===== src/dcc_pkg.sv =====
// Shared constants and carrier types for the DAC code calibration datapath
package dcc_pkg;

  // Widths
  localparam int DCC_DW      = 16;  // Storage width of every code word
  localparam int DCC_W16     = 16;  // Code width, 16-bit variant
  localparam int DCC_W14     = 14;  // Code width, 14-bit variant
  localparam int DCC_OFS_W   = 14;  // Group offset code width
  localparam int DCC_CH_W    = 4;   // Channel index width (16 channels)
  localparam int DCC_WORD_W  = 3;   // Word index width inside one channel
  localparam int DCC_SPAN_W  = 18;  // Signed width of the span-relative code
  localparam int DCC_GRP_BIT = 3;   // Channel bit that names the group

  // Power-on defaults, 16-bit variant
  localparam logic [15:0] DCC_IN_DEF16   = 16'h8000;
  localparam logic [15:0] DCC_GAIN_DEF16 = 16'hffff;
  localparam logic [15:0] DCC_OFFS_DEF16 = 16'h8000;
  // Power-on defaults, 14-bit variant
  localparam logic [15:0] DCC_IN_DEF14   = 16'h2000;
  localparam logic [15:0] DCC_GAIN_DEF14 = 16'h3fff;
  localparam logic [15:0] DCC_OFFS_DEF14 = 16'h2000;
  // Group offset default, both variants
  localparam logic [13:0] DCC_GOFS_DEF   = 14'h2000;
  // Left shift of the group offset in the 16-bit variant (times four)
  localparam int          DCC_GOFS_SHL16 = 2;

  // Word index of each register inside a channel's slot
  localparam logic [2:0] DCC_WD_IN_A  = 3'h0;
  localparam logic [2:0] DCC_WD_IN_B  = 3'h1;
  localparam logic [2:0] DCC_WD_GAIN  = 3'h2;
  localparam logic [2:0] DCC_WD_OFFS  = 3'h3;
  localparam logic [2:0] DCC_WD_CAL_A = 3'h4;
  localparam logic [2:0] DCC_WD_CAL_B = 3'h5;

  // Kind of a register load
  typedef enum logic [1:0] {
    DCC_K_INPUT = 2'h0,
    DCC_K_GAIN  = 2'h1,
    DCC_K_OFFS  = 2'h2,
    DCC_K_GOFS  = 2'h3
  } dcc_kind_e;

  // One register load from the host side
  typedef struct packed {
    dcc_kind_e            kind;
    logic [DCC_CH_W-1:0]  channel;
    logic [DCC_DW-1:0]    data;
  } dcc_wr_s;

  // One finished channel computation
  typedef struct packed {
    logic [DCC_CH_W-1:0]   channel;
    logic                  bank;
    logic [DCC_DW-1:0]     code;
    logic [DCC_SPAN_W-1:0] span;
  } dcc_out_s;

endpackage


===== src/dcc_mem.sv =====
// Single-port-write, registered-read code memory for all channels
`timescale 1ns/1ps
module dcc_mem #(
  parameter int WIDTH = 16,
  parameter int DEPTH = 128,
  parameter int AW    = 7
) (
  input  wire logic             clk,
  input  wire logic             rst_n,
  input  wire logic             we,
  input  wire logic [AW-1:0]    waddr,
  input  wire logic [WIDTH-1:0] wdata,
  input  wire logic [AW-1:0]    raddr,
  output logic      [WIDTH-1:0] rdata
);

  logic [WIDTH-1:0] mem [DEPTH];  // Storage array, filled by the init sweep

  // Write port
  always_ff @(posedge clk) begin
    if (we) begin
      mem[waddr] <= wdata;
    end
  end

  // Registered read port
  always_ff @(posedge clk or negedge rst_n) begin
    if (!rst_n) begin
      rdata <= '0;
    end else begin
      rdata <= mem[raddr];
    end
  end

endmodule


===== src/dcc_datapath.sv =====
// Calibration datapath: trim, group offset and output clamp for 16 channels
`timescale 1ns/1ps
import dcc_pkg::*;

//Behaviour
//RULE1 - two 14-bit group offsets shift their groups
//RULE2 - host keeps group offset at most 8192
//RULE3 - clamp low holds outputs grounded, loads still work
//RULE4 - outputs grounded until init and supplies ready
//RULE5 - 16-bit code is X(M+1)/2^16+C-2^15
//RULE6 - 16-bit defaults 32768, 2^16-1, 2^15
//RULE7 - 16-bit group offset scaled by four
//RULE8 - host keeps 16-bit code within 0..65535
//RULE9 - group offsets default to 8192
//RULE10 - 14-bit formula, defaults, unscaled group offset
//RULE11 - host keeps 14-bit code within 0..16383
//RULE12 - host trims zero-scale via offset trim
//RULE13 - host trims span via gain trim
//RULE14 - host measures both errors before trimming
//RULE15 - input or selected-bank trim load recomputes
//RULE16 - one shared multiplier, channels one by one
//RULE17 - format select converts input, offset, group only
//RULE18 - divide by dropping low product bits
module dcc_datapath #(
  parameter bit VARIANT16 = 1'b1
) (
  input  wire logic              clk,
  input  wire logic              rst_n,
  input  wire logic              output_clamp_n,
  input  wire logic              supply_valid,
  input  wire logic              code_format_select,
  input  wire logic              bank_select,
  input  wire logic              wr_valid,
  input  wire dcc_pkg::dcc_wr_s  wr,
  output logic                   wr_ready,
  output logic                   busy,
  output logic                   init_done,
  output logic                   tie_to_ground,
  output logic [13:0]            group0_offset_code,
  output logic [13:0]            group1_offset_code,
  output logic                   out_valid,
  output dcc_pkg::dcc_out_s      out
);
  import dcc_pkg::*;

  localparam int W  = VARIANT16 ? DCC_W16 : DCC_W14;  // Active code width
  localparam int AW = DCC_CH_W + DCC_WORD_W;          // Memory address width
  localparam logic [DCC_DW-1:0] IN_DEF   = VARIANT16 ? DCC_IN_DEF16 : DCC_IN_DEF14;
  localparam logic [DCC_DW-1:0] GAIN_DEF = VARIANT16 ? DCC_GAIN_DEF16 : DCC_GAIN_DEF14;
  localparam logic [DCC_DW-1:0] OFFS_DEF = VARIANT16 ? DCC_OFFS_DEF16 : DCC_OFFS_DEF14;
  localparam logic [W+1:0]      HALF     = (W+2)'(1) << (W - 1);  // Mid-scale subtrahend

  // Sequencer states, Gray coded along init, idle and the compute walk
  typedef enum logic [2:0] {
    ST_INIT = 3'b000,
    ST_IDLE = 3'b001,
    ST_RX   = 3'b011,
    ST_RM   = 3'b010,
    ST_RC   = 3'b110,
    ST_MUL  = 3'b111,
    ST_WR   = 3'b101
  } dcc_state_e;

  dcc_state_e          state_q, state_d;  // Sequencer state
  logic [AW-1:0]       init_addr_q;       // Init sweep address
  logic [DCC_CH_W-1:0] ch_q;              // Channel being computed
  logic                bank_q;            // Bank being computed
  logic [W-1:0]        x_q, m_q;          // Input and gain operands fetched from memory
  logic [DCC_DW-1:0]   cal_q;             // Calibrated code of the walk
  logic [13:0]         gofs_q [2];        // Group offset codes
  logic                init_done_q;       // Init sweep finished
  logic                tie_q;             // Outputs held at signal ground
  logic                out_valid_q;       // Result strobe
  dcc_out_s            out_q;             // Result word

  // Memory port wires
  logic                mem_we;
  logic [AW-1:0]       mem_waddr, mem_raddr;
  logic [DCC_DW-1:0]   mem_wdata, mem_rdata;

  // Handshake and load decode
  wire wr_fire  = wr_valid && wr_ready;
  wire is_gain  = wr.kind == DCC_K_GAIN;
  wire is_gofs  = wr.kind == DCC_K_GOFS;
  wire grp_sel  = wr.channel[DCC_GRP_BIT];
  wire [DCC_WORD_W-1:0] wr_word = (wr.kind == DCC_K_INPUT) ? (bank_select ? DCC_WD_IN_B : DCC_WD_IN_A) :
                                  is_gain ? DCC_WD_GAIN : DCC_WD_OFFS;

  // Twos complement to offset binary: flip the sign bit, never for gain
  wire [DCC_DW-1:0] msb_code = DCC_DW'(1) << (W - 1);
  wire [DCC_DW-1:0] msb_gofs = DCC_DW'(1) << (DCC_OFS_W - 1);
  wire [DCC_DW-1:0] flip     = (!code_format_select || is_gain) ? '0 : (is_gofs ? msb_gofs : msb_code); // RULE17
  wire [DCC_DW-1:0] wr_conv  = wr.data ^ flip; // RULE17

  // Default word for the init sweep, chosen by word index
  wire [DCC_WORD_W-1:0] init_word = init_addr_q[DCC_WORD_W-1:0];
  wire [DCC_DW-1:0]     init_data = (init_word == DCC_WD_GAIN) ? GAIN_DEF :
                                    (init_word == DCC_WD_OFFS) ? OFFS_DEF :
                                    (init_word <= DCC_WD_CAL_B) ? IN_DEF : '0; // RULE6 RULE10
  wire                  init_last = &init_addr_q;

  // The offset trim word arrives on the read port in ST_MUL and is used straight from there
  wire [W-1:0]   c_live   = mem_rdata[W-1:0];

  // Shared multiplier and adder; the quotient drops the low bits
  wire [2*W:0]   prod     = (2*W+1)'(x_q) * (2*W+1)'({1'b0, m_q} + (W+1)'(1)); // RULE5 RULE10 RULE16
  wire [W:0]     quot     = prod[2*W:W]; // RULE18
  wire [W+1:0]   cal_full = (W+2)'(quot) + (W+2)'(c_live) - HALF; // RULE5 RULE10

  // Group offset aligned to the code range of the variant
  wire [13:0]         gofs_sel = gofs_q[ch_q[DCC_GRP_BIT]];
  wire [DCC_DW-1:0]   gofs_al  = VARIANT16 ? (DCC_DW'(gofs_sel) << DCC_GOFS_SHL16) : DCC_DW'(gofs_sel); // RULE7 RULE10
  wire [DCC_SPAN_W-1:0] span   = DCC_SPAN_W'(cal_q) - DCC_SPAN_W'(gofs_al); // RULE1

  // Memory address selection per state
  wire [DCC_WORD_W-1:0] rd_word = (state_q == ST_RX) ? (bank_q ? DCC_WD_IN_B : DCC_WD_IN_A) :
                                  (state_q == ST_RM) ? DCC_WD_GAIN : DCC_WD_OFFS;
  assign mem_raddr = {ch_q, rd_word};
  assign mem_we    = (state_q == ST_INIT) || (wr_fire && !is_gofs) || (state_q == ST_WR);
  assign mem_waddr = (state_q == ST_INIT) ? init_addr_q :
                     (state_q == ST_WR) ? {ch_q, bank_q ? DCC_WD_CAL_B : DCC_WD_CAL_A} :
                     {wr.channel, wr_word};
  assign mem_wdata = (state_q == ST_INIT) ? init_data : (state_q == ST_WR) ? cal_q : wr_conv;

  // Next state: one channel walks through fetch, multiply and write back
  always_comb begin
    state_d = state_q;
    case (state_q)
      ST_INIT: state_d = init_last ? ST_IDLE : ST_INIT;
      ST_IDLE: state_d = (wr_fire && !is_gofs) ? ST_RX : ST_IDLE; // RULE15
      ST_RX:   state_d = ST_RM;
      ST_RM:   state_d = ST_RC;
      ST_RC:   state_d = ST_MUL;
      ST_MUL:  state_d = ST_WR;
      ST_WR:   state_d = ST_IDLE;
      default: state_d = ST_INIT;
    endcase
  end

  // State and sweep counter
  always_ff @(posedge clk or negedge rst_n) begin
    if (!rst_n) begin
      state_q     <= ST_INIT;
      init_addr_q <= '0;
      init_done_q <= 1'b0;
    end else begin
      state_q     <= state_d;
      init_addr_q <= (state_q == ST_INIT) ? init_addr_q + AW'(1) : init_addr_q;
      init_done_q <= init_done_q || (state_q == ST_INIT && init_last);
    end
  end

  // Latch channel and bank; the trim bank follows bank select at the load
  always_ff @(posedge clk or negedge rst_n) begin
    if (!rst_n) begin
      ch_q   <= '0;
      bank_q <= 1'b0;
    end else if (wr_fire && !is_gofs) begin
      ch_q   <= wr.channel; // RULE15
      bank_q <= bank_select; // RULE15
    end
  end

  // Operand capture: read data trails its address by one cycle
  always_ff @(posedge clk or negedge rst_n) begin
    if (!rst_n) begin
      x_q   <= '0;
      m_q   <= '0;
      cal_q <= '0;
    end else begin
      if (state_q == ST_RM)  x_q <= mem_rdata[W-1:0];
      if (state_q == ST_RC)  m_q <= mem_rdata[W-1:0];
      if (state_q == ST_MUL) cal_q <= DCC_DW'(cal_full[W-1:0]);
    end
  end

  // Group offset registers, loaded with their default at reset
  always_ff @(posedge clk or negedge rst_n) begin
    if (!rst_n) begin
      gofs_q[0] <= DCC_GOFS_DEF; // RULE9
      gofs_q[1] <= DCC_GOFS_DEF; // RULE9
    end else if (wr_fire && is_gofs) begin
      gofs_q[grp_sel] <= wr_conv[DCC_OFS_W-1:0]; // RULE1
    end
  end

  // Output ground clamp: clamp pin, init sweep and supplies must all agree
  always_ff @(posedge clk or negedge rst_n) begin
    if (!rst_n) begin
      tie_q <= 1'b1;
    end else begin
      tie_q <= !(output_clamp_n && init_done_q && supply_valid); // RULE3 RULE4
    end
  end

  // Result strobe and word
  always_ff @(posedge clk or negedge rst_n) begin
    if (!rst_n) begin
      out_valid_q <= 1'b0;
      out_q       <= '0;
    end else begin
      out_valid_q <= (state_q == ST_WR);
      if (state_q == ST_WR) out_q <= '{channel: ch_q, bank: bank_q, code: cal_q, span: span};
    end
  end

  // Memory instance
  dcc_mem #(
    .WIDTH (DCC_DW),
    .DEPTH (1 << AW),
    .AW    (AW)
  ) u_mem (
    .clk   (clk),
    .rst_n (rst_n),
    .we    (mem_we),
    .waddr (mem_waddr),
    .wdata (mem_wdata),
    .raddr (mem_raddr),
    .rdata (mem_rdata)
  );

  // Port drives
  assign wr_ready           = (state_q == ST_IDLE); // RULE16
  assign busy               = (state_q != ST_IDLE);
  assign init_done          = init_done_q;
  assign tie_to_ground      = tie_q;
  assign group0_offset_code = gofs_q[0];
  assign group1_offset_code = gofs_q[1];
  assign out_valid          = out_valid_q;
  assign out                = out_q;

  // Reference value of the trim formula, computed with wide integers
  longint exp_cal;
  assign exp_cal = (longint'(x_q) * (longint'(m_q) + 1)) / (longint'(1) << W) + longint'(c_live)
                   - (longint'(1) << (W - 1));

  // Checks
  a_clamp_ground: assert property (@(posedge clk) disable iff (!rst_n) // RULE3
    !output_clamp_n |=> tie_to_ground) else $error("clamp low but output not grounded");
  a_init_ground: assert property (@(posedge clk) disable iff (!rst_n) // RULE4
    (!init_done || !supply_valid) |=> tie_to_ground) else $error("output released before init or supply");
  a_release_out: assert property (@(posedge clk) disable iff (!rst_n) // RULE3
    (output_clamp_n && init_done && supply_valid) [*2] |-> !tie_to_ground) else $error("output not released");
  a_cal_formula: assert property (@(posedge clk) disable iff (!rst_n) // RULE5
    state_q == ST_MUL |=> cal_q[W-1:0] == W'($past(exp_cal))) else $error("calibrated code wrong");
  a_span_offset: assert property (@(posedge clk) disable iff (!rst_n) // RULE7
    out_valid |-> out.span == DCC_SPAN_W'(out.code) - DCC_SPAN_W'(VARIANT16 ?
      {gofs_q[out.channel[DCC_GRP_BIT]], 2'b00} : {2'b00, gofs_q[out.channel[DCC_GRP_BIT]]}))
    else $error("group offset not applied");
  a_group_default: assert property (@(posedge clk) disable iff (!rst_n) // RULE9
    !init_done |-> group0_offset_code == DCC_GOFS_DEF && group1_offset_code == DCC_GOFS_DEF)
    else $error("group offset default wrong");
  a_recalc_time: assert property (@(posedge clk) disable iff (!rst_n) // RULE15
    wr_fire && !is_gofs |-> ##6 out_valid && out.channel == $past(wr.channel, 6)) else $error("no recompute");
  a_single_unit: assert property (@(posedge clk) disable iff (!rst_n) // RULE16
    wr_fire && !is_gofs |=> !wr_ready [*5] ##1 wr_ready) else $error("load taken while busy");
  a_gain_raw: assert property (@(posedge clk) disable iff (!rst_n) // RULE17
    wr_fire && is_gain |-> mem_wdata == wr.data) else $error("gain trim converted");
  a_init_default: assert property (@(posedge clk) disable iff (!rst_n) // RULE6
    state_q == ST_INIT && init_word == DCC_WD_GAIN |-> mem_wdata == GAIN_DEF) else $error("gain default wrong");

  c_result: cover property (@(posedge clk) disable iff (!rst_n) out_valid);
  c_release: cover property (@(posedge clk) disable iff (!rst_n) $fell(tie_to_ground));
  c_gofs_load: cover property (@(posedge clk) disable iff (!rst_n) wr_fire && is_gofs && code_format_select);

endmodule


===== config.mk =====
export PLATFORM = sky130hd
export DESIGN_NAME = dcc_datapath
export DESIGN_NICKNAME = d
export VERILOG_FILES = /design/src/dcc_pkg.sv /design/src/dcc_mem.sv /design/src/dcc_datapath.sv
export SDC_FILE = /design/constraint.sdc
export NUM_CORES = 2
export LEC_CHECK = 0
export ABC_AREA = 1
export BUFFER_PORTS_ARGS = -buffer_cell sky130_fd_sc_hd__buf_4
export CAP_MARGIN = 20
export CORE_AREA = 2 2 295 370
export CTS_CLUSTER_SIZE = 12
export DETAILED_ROUTE_END_ITERATION = 10
export DIE_AREA = 0 0 297 372
export PLACE_DENSITY = 0.74
export SKIP_CTS_REPAIR_TIMING = 1
export SLEW_MARGIN = 20
export SYNTH_ARGS = -nofsm -noshare
export SYNTH_HDL_FRONTEND = slang
export SYNTH_SLANG_ARGS = --single-unit

===== constraint.sdc =====
create_clock -name clk -period 13.1 [get_ports clk]
set_clock_uncertainty 0.1 [all_clocks]
set_input_delay 0.655 -clock clk [delete_from_list [all_inputs] [get_ports clk]]
set_output_delay 0.655 -clock clk [all_outputs]
set_load 0.02 [all_outputs]

==> metrics.csv <==
stage,metric,value,unit
outcome,status,"finished, final reports clean",
worst_setup_path,CP Max Fanout,14,
layout,Finished Cell Area,67000,um2
cts,Num CTS Buffers,113,
worst_setup_path,Max stage delay on crit path,0.68,ns
die,Die Y,372,um
detailed_routing,DRC viols,0,
cts,Worst-Skew Late Latency,0.74,ns
global_route,GRT busiest layer,met2,
die,total core area,107000,um2
yosys,Cells after Synth,6131,
global_route,wire length of the first global-routing pass,264000,um
yosys,"flops & latches, synth",1170,
global_route,GRT met1 Usage,38.2,%
sta,Max Slew Vio Count,0,
sta,Fin. Hold Viols,0,
sta,final setup fails,0,
yosys,synthesis warning total,0,
layout,fin nets,6507,
worst_setup_path,Critical Path Source Type,flop,
min_path,hold endpoint,group0_offset_code[13],
die,Initial Util,57.3,%
cts,Root Buffer,clkbuf_16,
run,Max Cap Viol,0,
global_route,grt met2 use,53.9,%
die,IO Count,101,
yosys,post-synthesis sequential area ratio,55.9,%
die,Die ar.,110000,um2
cts,Sink Count,1170,
detailed_routing,Final Routed Wirelength,176000,um
worst_setup_path,Most common cell on crit path,nand2_1,
detailed_routing,vias post-DR,44687,
global_route,initial antenna violation count,1,
worst_setup_path,r2r worst-path depth,38,
yosys,number of synthesized flops with an enable pin,1024,
die,die width,297,um
placement,GP Congestion,0.932,
detailed_routing,DR WL/cell,23.1,um
yosys,Synth Cell Area,61600,um2
placement,detailed placer's ending HPWL,109000,um
layout,area delta synth->final,8.90,%
worst_setup_path,Worst setup EP type,flop,
yosys,Most used DFF post-synth,edfxtp_1,
global_route,global-route usage over all layers,31.6,%
min_path,worst hold-check path type,input port to flop,
worst_setup_path,Setup Crit Path Kind,flop to flop,
sta,Post-Route Setup TNS,0,ns
yosys,syn nets,6514,
layout,# diodes,0,
detailed_routing,1st-pass router iterations,6,
sta,FMAX,0.107,GHz
global_route,largest net degree at the start of global routing,197,
detailed_routing,antenna-violating nets left,0,
cts,H-Tree Level Count,3,
detailed_routing,Via density,5.86,
layout,Filler cells,8602,
worst_setup_path,Worst EP arrival,9.89,ns
worst_setup_path,"Req. time, crit path",13.61,ns
worst_setup_path,critical path's slowest cell,dfrtp_1,
yosys,"Async S/R FF share, synth",12.5,%
yosys,top-count cell post-synth,nand2_1,
yosys,Synth area leader,edfxtp_1,
cts,clk slew on worst S/H paths,0.07,ns
detailed_routing,initial drt markers,5047,
worst_setup_path,reg-to-reg startpoint,m_q[0],
placement,placed inst area,63600,um2
global_route,vias in the first global route,43824,
sta,period utilisation layout,71.6,%
yosys,Yosys cell types,45,
sta,Slew Limit Headroom,20.8,%
placement,number of buffers added on ports,100,
worst_setup_path,R2R setup slack,3.72,ns
die,Site Rows,135,
global_route,grt met3 use,3.94,%
cts,CTS Buffer Depth,3,
min_path,Hold Startpoint,wr[19],
min_path,worst hold path stage count,4,
layout,Finished Core Util,62.4,%
cts,CTS tree,done,
sta,Worst Tran Pin Value,1.19,ns
global_route,grt total ovfl,0,
yosys,Synth top area share,49.9,%
yosys,synth top area cells,"edfxtp_1 (50%), nand3_1 (9.4%), nand2_1 (7.1%), fa_1 (6.8%), inv_1 (5.9%)",
sta,min cycle time layout,9.38,ns
yosys,Synth Area per Inst,10.0,um2
worst_setup_path,r2r endpoint,cal_q[11],
yosys,top post-synthesis cells by count,"nand2_1 (1160), nand3_1 (1158), edfxtp_1 (1024)",
layout,layout cells sized above 1,6.15,%
sta,RSZ-0062 raised after global routing,no,
==> layer usage <==
| layer | part of all wire, % | vias to the layer above |
|---|---|---|
| met5 | 0 | - |
| met4 | 6.9 | 0 |
| met3 | 7.3 | 507 |
| met2 | 50 | 2165 |
| met1 | 36 | 21750 |
| li1 | - | 20265 |
==> state kept, by name, summed over array words and instances (netlist names), 3 cells and up <==
register            flops
u_mem.mem            1024
out                    36
cal_q                  16
m_q                    16
u_mem.rdata            16
x_q                    16
group0_offset_code     14
group1_offset_code     14
init_addr_q             7
ch_q                    4
state_q                 3
==> cells by family (layout without fill, tap and decap cells) <==
| family | Yosys count | in the layout | synth area share (%) |
|---|---|---|---|
| flops | 1170 | 1170 | 55.9 |
| fa+ha+maj | 354 | 354 | 9.73 |
| buf+inv | 1325 | 1377 | 8.43 |
| mux | 11 | 11 | 0.179 |
| compound gates | 244 | 244 | 2.18 |
| xor+xnor | 34 | 34 | 0.484 |
| simple gates | 2993 | 2993 | 23.1 |
==> layout make-up <==
cell class                 count  area (um2)  share of cell area (%)
sequential                  1170       34400                    51.3
inverter                     990        3730                    5.56
multi-input combinational   3636       22100                    32.9
tap                         1438        1800                    2.68
clock inverter                17         186                   0.278
timing repair buffer         213        1730                    2.57
clock buffer                 157        3140                    4.68
==> how the worst max path moves through the flow <==
stage	startpoint	endpoint	slack, ns	cells after the start
2_1_floorplan	m_q[2]	cal_q[13]	5.39	35
3_3_place_gp	m_q[0]	cal_q[15]	3.77	38
3_5_place_dp	m_q[0]	cal_q[15]	3.80	38
4_1_cts	m_q[0]	cal_q[11]	3.80	38
5_1_grt	m_q[0]	cal_q[12]	3.14	35
6_report	m_q[0]	cal_q[11]	3.72	38
==> through the flow <==
step / cells / hold slack, ns / worst slack [ns]
floorplan: 6131 / 0.259 / 5.39
global placement: 7442 / 0.339 / 3.77
detailed placement: 7442 / 0.356 / 3.80
CTS: 7616 / -0.184 / 3.80
global route: 7621 / 0.0652 / 3.14
finish: 7621 / 0.0424 / 3.72
==> critical path, delay by kind of cell (launching register included) <==
kind | cells | cell delay (ns)
buffers and inverters | 3 | 0.55
DFF | 1 | 0.68
and+or+nand+nor | 24 | 3.28
adders and majority gates | 9 | 4.01
AOI/OAI and AO/OA | 2 | 0.64
==> placed cells by master, fill, tap and decap left out, types with 141 or more instances in the layout <==
cell type,count
nand2_1,1159
nand3_1,1156
fa_1,208
dfrtp_1,141
nand3b_1,377
edfxtp_1,1024
nor2_1,241
inv_1,972
ha_1,146
buf_4,201
Power is left out: the tool's default activity adds up to more than one toggle a clock period on the data nets, which glitch-free logic cannot reach.
